--- src/verilog/lspc_pkg.sv ---
// package of shared types and constants for the link substate power control
package lspc_pkg;

  // ==========================================================================
  // sizes
  localparam int unsigned LSPC_NUM_PORTS = 4;
  localparam int unsigned LSPC_UP_PORT   = 0;

  // ==========================================================================
  // power state encodings
  typedef enum logic [2:0] {
    LSPC_D0,
    LSPC_D1,
    LSPC_D2,
    LSPC_D3_HOT,
    LSPC_D3_COLD
  } lspc_dstate_t;

  typedef enum logic [2:0] {
    LSPC_L0,
    LSPC_L0S,
    LSPC_L1,
    LSPC_L23_READY,
    LSPC_L3
  } lspc_lstate_t;

  // ==========================================================================
  // per-port configuration carrier
  typedef struct packed {
    logic present;      // slot occupied
    logic partner_l11;  // link partner can do the substate
    logic l11_en;       // substate enabled by configuration
    logic aspm_en;      // active-state transitions allowed
  } lspc_port_cfg_t;

  // ==========================================================================
  // reset values
  localparam lspc_dstate_t LSPC_DSTATE_RST = LSPC_D0;
  localparam lspc_lstate_t LSPC_LSTATE_RST = LSPC_L0;
  localparam logic         LSPC_PIN_HIGH   = 1'h1;
  localparam logic         LSPC_PIN_LOW    = 1'h0;

endpackage

--- src/verilog/lspc_port_tracker.sv ---
// per-port substate tracker for one switch port
`timescale 1ns/1ps

module lspc_port_tracker
  import lspc_pkg::*;
(
  // clock and reset
  input  wire logic           clk,
  input  wire logic           sys_rst,
  // port state
  input  wire lspc_lstate_t   link_state,
  input  wire logic           clkreq_asserted,
  input  wire lspc_port_cfg_t cfg,
  // substate
  output logic                in_l11_next,
  output logic                in_l11
);

  // ==========================================================================
  // substate machine
  typedef enum logic {LSPC_SUB_L1_0, LSPC_SUB_L1_1} lspc_sub_t;

  lspc_sub_t state_reg;
  lspc_sub_t state_next;
  logic      capable;

  always_comb begin
    // an empty slot or a partner without support never counts as in the substate
    capable    = cfg.present && cfg.partner_l11 && cfg.l11_en;  // RULE_08
    state_next = state_reg;
    unique case (state_reg)
      LSPC_SUB_L1_0: begin
        if (capable && link_state == LSPC_L1 && clkreq_asserted) begin
          state_next = LSPC_SUB_L1_1;  // RULE_04
        end
      end
      LSPC_SUB_L1_1: begin
        // leaving L1 or losing capability also drops back, so no stale power-down
        if (!clkreq_asserted || !capable || link_state != LSPC_L1) begin
          state_next = LSPC_SUB_L1_0;  // RULE_06
        end
      end
    endcase
  end

  always_ff @(posedge clk or posedge sys_rst) begin
    if (sys_rst) begin
      state_reg <= LSPC_SUB_L1_0;
    end else begin
      state_reg <= state_next;
    end
  end

  assign in_l11_next = (state_next == LSPC_SUB_L1_1);
  assign in_l11      = (state_reg == LSPC_SUB_L1_1);

endmodule

--- src/verilog/lspc_power_ctrl.sv ---
// top of the link substate power control for a four-port switch
`timescale 1ns/1ps

// Behaviour
// RULE_01: track device power states D0 to D3-cold
// RULE_02: track link states per port, allow ASPM
// RULE_03: one substate tracker per switch port
// RULE_04: enter L1.1 only from L1 with clkreq
// RULE_05: in L1.1 receiver off, PLL off requested
// RULE_06: clkreq released returns port to L1
// RULE_07: shared PLL off only when all in L1.1
// RULE_08: empty or incapable port never in L1.1
// RULE_09: software keeps incapable ports in plain L1
// RULE_10: downstream clkreqs combined onto upstream clkreq
// RULE_11: released clkreq stops that downstream refclk
// RULE_12: PLL power-down is AND, drops same cycle
module lspc_power_ctrl
  import lspc_pkg::*;
#(
  parameter int unsigned NP = LSPC_NUM_PORTS
)(
  // clock and reset
  input  wire logic                     clk,
  input  wire logic                     sys_rst,
  // device power state
  input  wire lspc_dstate_t             dstate_req,
  input  wire logic                     dstate_valid,
  output lspc_dstate_t                  dstate,
  // link state from each port's physical layer
  input  wire lspc_lstate_t [NP-1:0]    link_state_in,
  input  wire lspc_port_cfg_t [NP-1:0]  port_cfg,
  output lspc_lstate_t [NP-1:0]         link_state,
  // clock request pins, active low, open drain
  input  wire logic [NP-1:0]            clkreq_in_n,
  output logic [NP-1:0]                 clkreq_out_n,
  output logic [NP-1:0]                 clkreq_oe,
  input  wire logic [NP-1:0]            clk_needed,
  // reference clock buffers
  input  wire logic                     clkbuf_pd,
  output logic [NP-1:1]                 refclk_en,
  // power-down controls
  output logic [NP-1:0]                 in_l11,
  output logic [NP-1:0]                 rx_buf_off,
  output logic [NP-1:0]                 pll_off_req,
  output logic                          pll_pd,
  output logic                          core_clk_run
);

  // ==========================================================================
  // registers
  lspc_dstate_t              dstate_reg,       dstate_next;
  lspc_lstate_t [NP-1:0]     link_state_reg,   link_state_next;
  logic [NP-1:0]             clkreq_oe_reg,    clkreq_oe_next;
  logic [NP-1:0]             clkreq_out_reg,   clkreq_out_next;
  logic [NP-1:1]             refclk_en_reg,    refclk_en_next;
  logic [NP-1:0]             rx_buf_off_reg,   rx_buf_off_next;
  logic [NP-1:0]             pll_off_req_reg,  pll_off_req_next;
  logic                      pll_pd_reg,       pll_pd_next;
  logic                      core_clk_run_reg, core_clk_run_next;
  logic [NP-1:0]             sub_next;
  logic [NP-1:0]             sub_now;
  logic                      dn_clk_wanted;

  // ==========================================================================
  // per-port trackers
  for (genvar p = 0; p < NP; p++) begin : g_port
    lspc_port_tracker u_trk (  // RULE_03
      .clk             (clk),
      .sys_rst         (sys_rst),
      .link_state      (link_state_in[p]),
      .clkreq_asserted (clkreq_in_n[p] == LSPC_PIN_LOW),
      .cfg             (port_cfg[p]),
      .in_l11_next     (sub_next[p]),
      .in_l11          (sub_now[p])
    );
  end

  // ==========================================================================
  // next-state logic
  always_comb begin
    dstate_next = dstate_reg;
    if (dstate_valid) begin
      dstate_next = dstate_req;  // RULE_01
    end
    for (int p = 0; p < NP; p++) begin
      link_state_next[p] = link_state_in[p];  // RULE_02
      // without active-state enable, L0s is not a legal resting state
      if (link_state_in[p] == LSPC_L0S && !port_cfg[p].aspm_en) begin
        link_state_next[p] = LSPC_L0;  // RULE_02
      end
    end
    rx_buf_off_next  = sub_next;  // RULE_05
    pll_off_req_next = sub_next;  // RULE_05
    // built from next values so the power-down falls with the port's exit
    pll_pd_next      = &sub_next;  // RULE_07 RULE_12
    // core clock flag kept as its own flop so the pin has no gate in front
    core_clk_run_next = !pll_pd_next;  // RULE_07
    dn_clk_wanted    = 1'h0;
    for (int p = 1; p < NP; p++) begin
      if (clkreq_in_n[p] == LSPC_PIN_LOW) begin
        dn_clk_wanted = 1'h1;  // RULE_10
      end
      refclk_en_next[p] = !clkbuf_pd && (clkreq_in_n[p] == LSPC_PIN_LOW);  // RULE_11
    end
    clkreq_out_next = {NP{LSPC_PIN_LOW}};
    clkreq_oe_next  = clk_needed;
    clkreq_oe_next[LSPC_UP_PORT] = dn_clk_wanted || clk_needed[LSPC_UP_PORT];  // RULE_10
  end

  // ==========================================================================
  // state registers
  always_ff @(posedge clk or posedge sys_rst) begin
    if (sys_rst) begin
      dstate_reg      <= LSPC_DSTATE_RST;
      link_state_reg  <= {NP{LSPC_LSTATE_RST}};
      clkreq_oe_reg   <= '0;
      clkreq_out_reg  <= {NP{LSPC_PIN_HIGH}};
      refclk_en_reg   <= '0;
      rx_buf_off_reg  <= '0;
      pll_off_req_reg <= '0;
      pll_pd_reg      <= 1'h0;
      core_clk_run_reg <= 1'h1;
    end else begin
      dstate_reg      <= dstate_next;
      link_state_reg  <= link_state_next;
      clkreq_oe_reg   <= clkreq_oe_next;
      clkreq_out_reg  <= clkreq_out_next;
      refclk_en_reg   <= refclk_en_next;
      rx_buf_off_reg  <= rx_buf_off_next;
      pll_off_req_reg <= pll_off_req_next;
      pll_pd_reg      <= pll_pd_next;
      core_clk_run_reg <= core_clk_run_next;
    end
  end

  // ==========================================================================
  // outputs
  assign dstate       = dstate_reg;
  assign link_state   = link_state_reg;
  assign clkreq_oe    = clkreq_oe_reg;
  assign clkreq_out_n = clkreq_out_reg;
  assign refclk_en    = refclk_en_reg;
  assign in_l11       = sub_now;
  assign rx_buf_off   = rx_buf_off_reg;
  assign pll_off_req  = pll_off_req_reg;
  assign pll_pd       = pll_pd_reg;
  assign core_clk_run = core_clk_run_reg;  // RULE_07

  for (genvar p = 0; p < NP; p++) begin : g_chk

  end

  for (genvar p = 1; p < NP; p++) begin : g_ref

  end
endmodule
--- config.mk ---
export PLATFORM = sky130hd
export DESIGN_NAME = lspc_power_ctrl
export DESIGN_NICKNAME = d
export VERILOG_FILES = /design/src/verilog/lspc_pkg.sv /design/src/verilog/lspc_port_tracker.sv /design/src/verilog/lspc_power_ctrl.sv
export SDC_FILE = /design/constraint.sdc
export NUM_CORES = 1
export LEC_CHECK = 0
export BUFFER_PORTS_ARGS = -buffer_cell sky130_fd_sc_hd__buf_2
export CORE_UTILIZATION = 42
export DETAILED_ROUTE_END_ITERATION = 16
export HOLD_SLACK_MARGIN = 0.02
export PLACE_DENSITY = 0.88
export SETUP_SLACK_MARGIN = 0.05
export SYNTH_ARGS = -nofsm -noshare
export SYNTH_HDL_FRONTEND = slang
export SYNTH_SLANG_ARGS = --single-unit
--- constraint.sdc ---
create_clock -name clk -period 1.78 [get_ports clk]
set_input_delay 0.089 -clock clk [delete_from_list [all_inputs] [get_ports clk]]
set_output_delay 0.089 -clock clk [all_outputs]
set_load 0.005 [all_outputs]
==> metrics.md, run 1 <==
| Metric | Value |
|---|---|
| Outcome | `finished, final reports clean` |
| Post-DP HPWL | `1750 µm` |
| RSZ-0062 raised after global routing | `no` |
| Vias in the first global route | `1021` |
| Sequential element share of the synthesized area | `0.653` |
| Synthesized area per cell | `14.7 µm²` |
| Seq cells post-synth | `29` |
| Pin count of the biggest net entering global routing | `30` |
| Final Max Slew Viols | `0` |
| Synth cell types | `20` |
| Vias | `972` |
| Startpoint Class | `input pin` |
| Detailed Route WL | `3330 µm` |
| 1st-iter DRT viols | `19` |
| Pwr Density | `712 mW/mm²` |
| CP Class | `input pin to flip-flop` |
| Port buffer count | `82` |
| Hold crit path type | `input pin to flip-flop` |
| Final Instance Area | `0.00179 mm²` |
| Yosys warns | `0` |
| Core area | `0.00250 mm²` |
| Gr ovfl total | `0` |
| Fillers | `166` |
| Drt first pass iters | `3` |
| Area post-placement | `0.00143 mm²` |
| Netlist Area Pre-Place | `0.00111 mm²` |
| Global-route wire length before repair | `4860 µm` |
| FP Rows | `18` |
| Largest register FFs | `12` |
| # diodes | `0` |
| Final setup vio count | `0` |
| Clk pin slew, worst setup/hold paths | `0.08 ns` |
| Post-route setup TNS | `0 ns` |
| Vias/cell | `4.74` |
| Worst Setup End Kind | `flip-flop` |
| Leak | `0.936 nW` |
| Reg2reg end | `dstate[1]` |
| Setup Buffers After CTS | `0` |
| Net count after synthesis | `119` |
| Crit-path max FO | `3` |
| R2r setup slk | `1.02 ns` |
| CTS Buffer Depth | `2` |
| Final Hold Slack | `0.0560 ns` |
| Required time worst endpoint | `2.03 ns` |
| Initial antenna violation count | `0` |
| Count of flip-flops with a built-in enable after synthesis | `0` |
| Reg2Reg Depth | `1` |
| Drc violations | `0` |
| Die area | `0.00286 mm²` |
| Post-Syn Instances | `76` |
| Crit path time final | `1.60 ns` |
| Worst hold endpoint | `dstate[0]` |
| GPL Wtd Cong | `0.683` |
| Main flop type after synthesis | `dfrtp_1` |
| Clock Latency Late Sink | `0.32 ns` |
| Die Ht | `53.5 µm` |
| Share of post-route cells with drive strength above 1 | `0.571` |
| Final core utilization | `0.715` |
| Total GRT Usage | `0.270` |
| Crit path launch | `port_cfg[14]` |
| Avg WL per Cell | `16.2 µm` |
| Die width | `53.5 µm` |
| # H-tree levels | `2` |
| Io pins | `83` |
| Ys async rst share | `1.00` |
| Final Hold Fails | `0` |
| Initial Util | `0.446` |
| Worst Skew | `0 ns` |
| Max rail drop VDD | `650 µV` |
| TritonCTS buffer count | `5` |
| R2R Path Start | `dstate[1]` |
| Period utilization | `0.896` |
| Worst hold path depth | `2` |
| Min-Delay Startpoint | `dstate_valid` |
| Sink Count | `29` |
| CTS tree | `yes` |
| Post-layout nets | `217` |
| Max Cap Viol | `0` |
| Area grow syn2layout | `60.3%` |
| Max Fclk | `0.627 GHz` |
| Clock Tree Root | `clkbuf_4` |
| Number of nets with antenna violations after routing | `0` |
| CP arrival | `1.85 ns` |
kinds of logic (layout without fill, tap and decap cells):
| logic type | after synthesis | after routing | share of synthesized area |
|---|---|---|---|
| and+or+nand+nor | 15 | 15 | 0.149 |
| DFF | 29 | 29 | 0.653 |
| muxes | 3 | 3 | 0.0303 |
| buffers and inverters | 24 | 123 | 0.131 |
| AOI/OAI and AO/OA | 4 | 4 | 0.0326 |
| other | 1 | 1 | 0.00336 |
what timing repair did:
| item | 4_1_cts | 5_1_grt |
|---|---|---|
| hold buffers | 31 | 0 |
| hold endpoints to repair | 52 | 0 |
| gates resized for setup | 0 | 0 |
layer usage:
metal	vias to the layer above	global-route usage	wire length (µm)
met3	14	0.121	304
li1	434	-	-
met2	63	0.477	1790
met4	0	0.171	124
met5	-	0	0
met1	461	0.247	1110
placed cells by master (no fill, tap or decap):
master	instances
nor4b_2	1
nand4b_4	1
nand4_1	1
nor3_2	1
clkbuf_4	5
nand4b_1	2
clkbuf_1	3
dlygate4sd3_1	31
o31a_2	1
and4_4	1
o31a_1	3
dfstp_2	2
nand4bb_1	1
nor2_1	3
mux2_2	3
buf_2	82
and4_1	1
conb_1	1
buf_4	1
nor4b_4	2
inv_1	1
nand2_1	1
dfrtp_1	27
critical path, cell delays in order:
cell and delay (ns):
dlygate4sd3_1 0.52, buf_2 0.10, nand2_1 0.03, dlygate4sd3_1 0.59
nor3_2 0.25, and4_1 0.26
metrics by stage:
step,worst slack (ns),cells,power [mW]
final,0.185,205,1.27
after global routing,0.131,205,1.32
after CTS,0.380,205,1.27
after detailed placement,0.818,166,0.854
after global placement,0.836,166,0.846
after floorplan,0.983,76,0.764
cell usage after synthesis, types with 2 or more instances:
library cell / instances / area share
nor2_1: 3 / 0.010
dfrtp_1: 27 / 0.61
nand4b_1: 2 / 0.016
dfstp_2: 2 / 0.047
mux2_2: 3 / 0.030
clkbuf_1: 8 / 0.027
buf_4: 15 / 0.10
o31a_1: 3 / 0.024
nor4b_4: 2 / 0.043
where the power goes:
part	total (mW)	switching, mW	leakage [nW]	internal, mW
Sequential	0.701	0.0112	0.350	0.690
Combinational	0.201	0.0809	0.559	0.120
Clock	0.369	0.212	0.0265	0.157
worst max path at each step:
stage	slack, ns	cells after the start	to
final	0.18	6	pll_pd
after global routing	0.13	6	pll_pd
after CTS	0.38	4	link_state[6]
after detailed placement	0.82	4	pll_pd
after global placement	0.84	4	pll_pd
after floorplan	0.98	3	pll_pd
area by class of cell:
class	instances	area, µm²	area share
clock buffers	8	48.8	0.0273
inverters	1	3.75	0.00210
multi-input cells	23	240	0.134
flip-flops and latches	29	728	0.408
well taps	30	37.5	0.0210
repair buffers	114	728	0.408
Note: power is estimated with default switching activity, not from simulation.
==> run 2, diff against run 1 <==
==> constraint.sdc (replaced) <==
create_clock -name clk -period 1.78 [get_ports clk]
set_input_delay 0.356 -clock clk [delete_from_list [all_inputs] [get_ports clk]]
set_output_delay 0.356 -clock clk [all_outputs]
set_load 0.005 [all_outputs]
==> run 2 against run 1 <==
Compared with the run above: routed wire length shrank 35%; highest routed layer unchanged; worst setup slack gained 0.27 ns; largest power group unchanged; combinational power shrank 31%.
==> metrics.md, run 2 (same netlist as run 1, synthesis figures left out) <==
| Metric | Value |
|---|---|
| Outcome | `finished, final reports clean` |
| FP Rows | `18` |
| Worst Skew | `0 ns` |
| Crit-path cells | `buf_2` |
| Post-CTS Hold Buffers | `0` |
| Die Ht | `53.5 µm` |
| Share of post-route cells with drive strength above 1 | `0.694` |
| Final Max Slew Viols | `0` |
| # diodes | `0` |
| Io pins | `83` |
| Max Fclk | `0.753 GHz` |
| GPL Wtd Cong | `0.683` |
| Fillers | `222` |
| Vias | `801` |
| RSZ-0062 raised after global routing | `no` |
| Clock Tree Root | `clkbuf_4` |
| Vias in the first global route | `807` |
| Buf+Inv Stages, Crit Path | `1` |
| Reg2reg end | `dstate[1]` |
| CP peak stage delay | `0.55 ns` |
| Initial Util | `0.446` |
| Total GRT Usage | `0.179` |
| Number of nets with antenna violations after routing | `0` |
| Crit path time final | `1.33 ns` |
| Crit path launch | `clkreq_out_n[2]` |
| Pin count of the biggest net entering global routing | `30` |
| Core area | `0.00250 mm²` |
| Initial antenna violation count | `0` |
| Final setup margin | `0.452 ns` |
| 1st-iter DRT viols | `4` |
| Worst Setup End Kind | `primary output` |
| Reg2Reg Depth | `1` |
| Most frequent cells in the layout | `buf_2, dfrtp_1, clkbuf_4` |
| Crit path to | `clkreq_out_n[2]` |
| Startpoint Class | `flip-flop` |
| Gr ovfl total | `0` |
| Pwr Density | `813 mW/mm²` |
| Drt first pass iters | `2` |
| Post-route setup TNS | `0 ns` |
| Max Cap Viol | `0` |
| Die width | `53.5 µm` |
| Area grow syn2layout | `32.4%` |
| Sink Count | `29` |
| CTS Buffer Depth | `2` |
| Post-layout nets | `186` |
| TritonCTS buffer count | `5` |
| Global-route wire length before repair | `3320 µm` |
| Drc violations | `0` |
| Detailed Route WL | `2160 µm` |
| Final setup vio count | `0` |
| Period utilization | `0.746` |
| Avg WL per Cell | `12.4 µm` |
| Required time worst endpoint | `1.42 ns` |
| Total chip power | `1.20 mW` |
| Pre-CTS setup slack | `0.551 ns` |
| R2R Path Start | `dstate[1]` |
| CTS tree | `yes` |
| Vias/cell | `4.60` |
| CP Depth | `1` |
| CP arrival | `0.97 ns` |
| Die area | `0.00286 mm²` |
| Final Hold Slack | `0.0751 ns` |
| Post-DP HPWL | `1750 µm` |
| Clk pin slew, worst setup/hold paths | `0.08 ns` |
| Clock Latency Late Sink | `0.31 ns` |
| Final Hold Fails | `0` |
| Largest register FFs | `12` |
| Final core utilization | `0.591` |
| Commonest non-fill, non-tap cell in the layout | `buf_2` |
| R2r setup slk | `1.03 ns` |
| Setup Buffers After CTS | `0` |
| Leak | `0.808 nW` |
| Slowest-stage cell, CP | `dfstp_2` |
| Crit path max-delay family | `flip-flops` |
| Port buffer count | `82` |
| Post-CTS Resized | `0` |
| Hold crit path type | `input pin to async pin` |
| CP Class | `flip-flop to primary output` |
| Max rail drop VDD | `695 µV` |
| Crit-path max FO | `4` |
| # H-tree levels | `2` |
[run 2: cell types whose count changed in the layout (fill, tap and decap cells not counted), sizes merged]
| cell | delta |
|---|---|
| dlygate4sd3 | -31 |
[run 2: how the worst min path moves through the flow]
stage	to	depth (start not counted)	from	slack, ns
after floorplan	clkreq_oe[1]	0	clk_needed[1]	0.39
after global placement	clkreq_oe[1]	3	sys_rst	0.42
after detailed placement	clkreq_oe[1]	3	sys_rst	0.44
after CTS	clkreq_oe[1]	3	sys_rst	0.07
after global routing	clkreq_oe[1]	1	clk_needed[1]	0.11
final	clkreq_oe[1]	3	sys_rst	0.08
[run 2: report_power, final]
| group | total, mW | internal, mW | switching (mW) |
|---|---|---|---|
| Clock | 0.362 | 0.157 | 0.205 |
| Combinational | 0.138 | 0.0757 | 0.0623 |
| Sequential | 0.700 | 0.690 | 0.00989 |
| Total | 1.20 | 0.923 | 0.278 |
[run 2: through the flow]
stage,instances,area [µm²]
floorplan,76,1110
global placement,166,1430
detailed placement,166,1430
CTS,174,1480
global route,174,1480
finish,174,1480
[run 2: layout make-up]
| class | count | area [µm²] | area share |
|---|---|---|---|
| sequential | 29 | 728 | 0.493 |
| multi-input combinational | 23 | 240 | 0.163 |
| inverter | 1 | 3.75 | 0.00254 |
| timing repair buffer | 83 | 418 | 0.283 |
| tap | 30 | 37.5 | 0.0254 |
| clock buffer | 8 | 48.8 | 0.0331 |
[run 2: routing by layer]
metal | GRT usage | vias to the layer above | part of all wire
met4 | 0.118 | 0 | 0.023
met1 | 0.161 | 372 | 0.33
met3 | 0.0833 | 5 | 0.10
met2 | 0.317 | 54 | 0.54
li1 | - | 370 | -
met5 | 0 | - | 0
==> run 3, diff against run 2 <==
--- a/config.mk
+++ b/config.mk
@@ -6,10 +6,10 @@
 export NUM_CORES = 1
 export LEC_CHECK = 0
 export BUFFER_PORTS_ARGS = -buffer_cell sky130_fd_sc_hd__buf_2
-export CORE_UTILIZATION = 42
+export CORE_UTILIZATION = 39
 export DETAILED_ROUTE_END_ITERATION = 16
 export HOLD_SLACK_MARGIN = 0.02
-export PLACE_DENSITY = 0.88
+export PLACE_DENSITY = 0.83
 export SETUP_SLACK_MARGIN = 0.05
 export SYNTH_ARGS = -nofsm -noshare
 export SYNTH_HDL_FRONTEND = slang
==> constraint.sdc (replaced) <==
create_clock -name clk -period 1.3 [get_ports clk]
set_input_delay 0.26 -clock clk [delete_from_list [all_inputs] [get_ports clk]]
set_output_delay 0.26 -clock clk [all_outputs]
set_load 0.005 [all_outputs]
==> run 3 against run 2 <==
Compared with the run above: worst setup slack lost 0.38 ns; routed wire length grew 4.1%; die area grew 7.4%; flip-flop and latch count is the same; largest cell class unchanged; highest routed layer unchanged.
==> metrics.md, run 3 (same netlist as run 1, synthesis figures left out) <==
| Metric | Value |
|---|---|
| Outcome | `finished, final reports clean` |
| Initial antenna violation count | `0` |
| Die width | `55.5 µm` |
| Core area | `0.00273 mm²` |
| Share of post-route cells with drive strength above 1 | `0.712` |
| Total GRT Usage | `0.165` |
| Gr ovfl total | `0` |
| # diodes | `0` |
| Post-layout nets | `188` |
| Die Ht | `55.5 µm` |
| Reg2Reg Depth | `1` |
| FP Rows | `19` |
| Max Cap Viol | `0` |
| Initial Util | `0.408` |
| Area grow syn2layout | `36.0%` |
| Crit path launch | `clkreq_out_n[2]` |
| Drc violations | `0` |
| Crit-path max FO | `4` |
| R2R Path Start | `dstate[0]` |
| CP Depth | `1` |
| Vias | `810` |
| Pin count of the biggest net entering global routing | `18` |
| Final Hold Slack | `0.0498 ns` |
| Max Fclk | `0.813 GHz` |
| Crit-path cells | `buf_2` |
| Final Instance Area | `0.00152 mm²` |
| Pwr Density | `1160 mW/mm²` |
| Io pins | `83` |
| Avg WL per Cell | `12.7 µm` |
| Die area | `0.00308 mm²` |
| 1st-iter DRT viols | `15` |
| Crit path time final | `1.23 ns` |
| Clk pin slew, worst setup/hold paths | `0.09 ns` |
| Most frequent cells in the layout | `buf_2, dfrtp_1, clkbuf_4` |
| Port buffer count | `82` |
| Slowest-stage cell, CP | `dfstp_2` |
| Post-route setup TNS | `0 ns` |
| Worst Skew | `0 ns` |
| Worst Setup End Kind | `primary output` |
| CTS Buffer Depth | `2` |
| RSZ-0062 raised after global routing | `yes` |
| CTS tree | `yes` |
| Period utilization | `0.946` |
| Startpoint Class | `flip-flop` |
| Vias in the first global route | `878` |
| R2r setup slk | `0.53 ns` |
| Largest register FFs | `12` |
| TritonCTS buffer count | `5` |
| Max rail drop VDD | `746 µV` |
| Setup Buffers After CTS | `0` |
| CP Class | `flip-flop to primary output` |
| Reg2reg end | `dstate[0]` |
| Buf+Inv Stages, Crit Path | `1` |
| Crit path to | `clkreq_out_n[0]` |
| Vias/cell | `4.58` |
| Drt first pass iters | `6` |
| Clock Tree Root | `clkbuf_4` |
| Global-route wire length before repair | `3830 µm` |
| Sink Count | `29` |
| Hold crit path type | `input pin to flip-flop` |
| Area post-placement | `0.00144 mm²` |
| Final setup vio count | `0` |
| Detailed Route WL | `2250 µm` |
| Final Hold Fails | `0` |
| Leak | `0.832 nW` |
| Required time worst endpoint | `1.04 ns` |
| Commonest non-fill, non-tap cell in the layout | `buf_2` |
| Number of nets with antenna violations after routing | `0` |
| # H-tree levels | `2` |
| GPL Wtd Cong | `0.736` |
| Total chip power | `1.76 mW` |
| CP arrival | `0.97 ns` |
| CP peak stage delay | `0.55 ns` |
| Final Max Slew Viols | `0` |
| Clock Latency Late Sink | `0.31 ns` |
| Crit path max-delay family | `flip-flops` |
==> run 3: cell types whose count changed in the layout (fill, tap and decap cells not counted), sizes merged <==
cell         before  now
dlygate4sd3       0    1
buf              83   84
clkinv            0    1
clkbuf            8    7
==> run 3: timing repair <==
item,4_1_cts,5_1_grt
endpoints found under the hold margin,27,0
resized for setup,0,0
hold buffers,1,0
endpoints found under the setup margin,0,4
==> run 3: final cells by class <==
cell class | count | area, µm²
clock buffer | 7 | 65.1
clock inverter | 1 | 5.00
fill | 233 | 1220
inverter | 1 | 3.75
multi-input combinational | 23 | 240
sequential | 29 | 728
tap | 31 | 38.8
timing repair buffer | 85 | 435
==> run 3: power breakdown <==
group / leakage, nW / internal, mW / switching (mW)
logic: 0.441 / 0.108 / 0.0881
clock network: 0.0413 / 0.313 / 0.293
registers: 0.350 / 0.945 / 0.0135
total: 0.832 / 1.37 / 0.394
==> run 3: worst min-delay path by stage <==
stage                       start            end  slack (ns)  depth (start not counted)
global placement          sys_rst  link_state[9]        0.27                          3
floorplan           clk_needed[1]   clkreq_oe[1]        0.29                          0
detailed placement        sys_rst   refclk_en[3]        0.28                          3
finish              clk_needed[2]   clkreq_oe[2]        0.05                          1
global route        clk_needed[2]   clkreq_oe[2]        0.04                          1
CTS                 clk_needed[3]   clkreq_oe[3]        0.04                          1
==> run 3: stage by stage <==
| stage | worst slack, ns | util | instances |
|---|---|---|---|
| 6_report | 0.0700 | 0.555 | 177 |
| 2_1_floorplan | 0.332 | - | 76 |
| 3_5_place_dp | 0.128 | 0.525 | 168 |
| 3_3_place_gp | 0.168 | 0.525 | 168 |
| 4_1_cts | 0.0574 | 0.555 | 177 |
| 5_1_grt | 0.0262 | 0.555 | 177 |
==> run 3: per-layer routing <==
metal  GRT usage  part of all wire  vias up
li1            -                 -      375
met1       0.153              0.33      394
met2       0.313              0.59       39
met3      0.0468             0.066        2
met4      0.0964             0.012        0
met5           0                 0        -
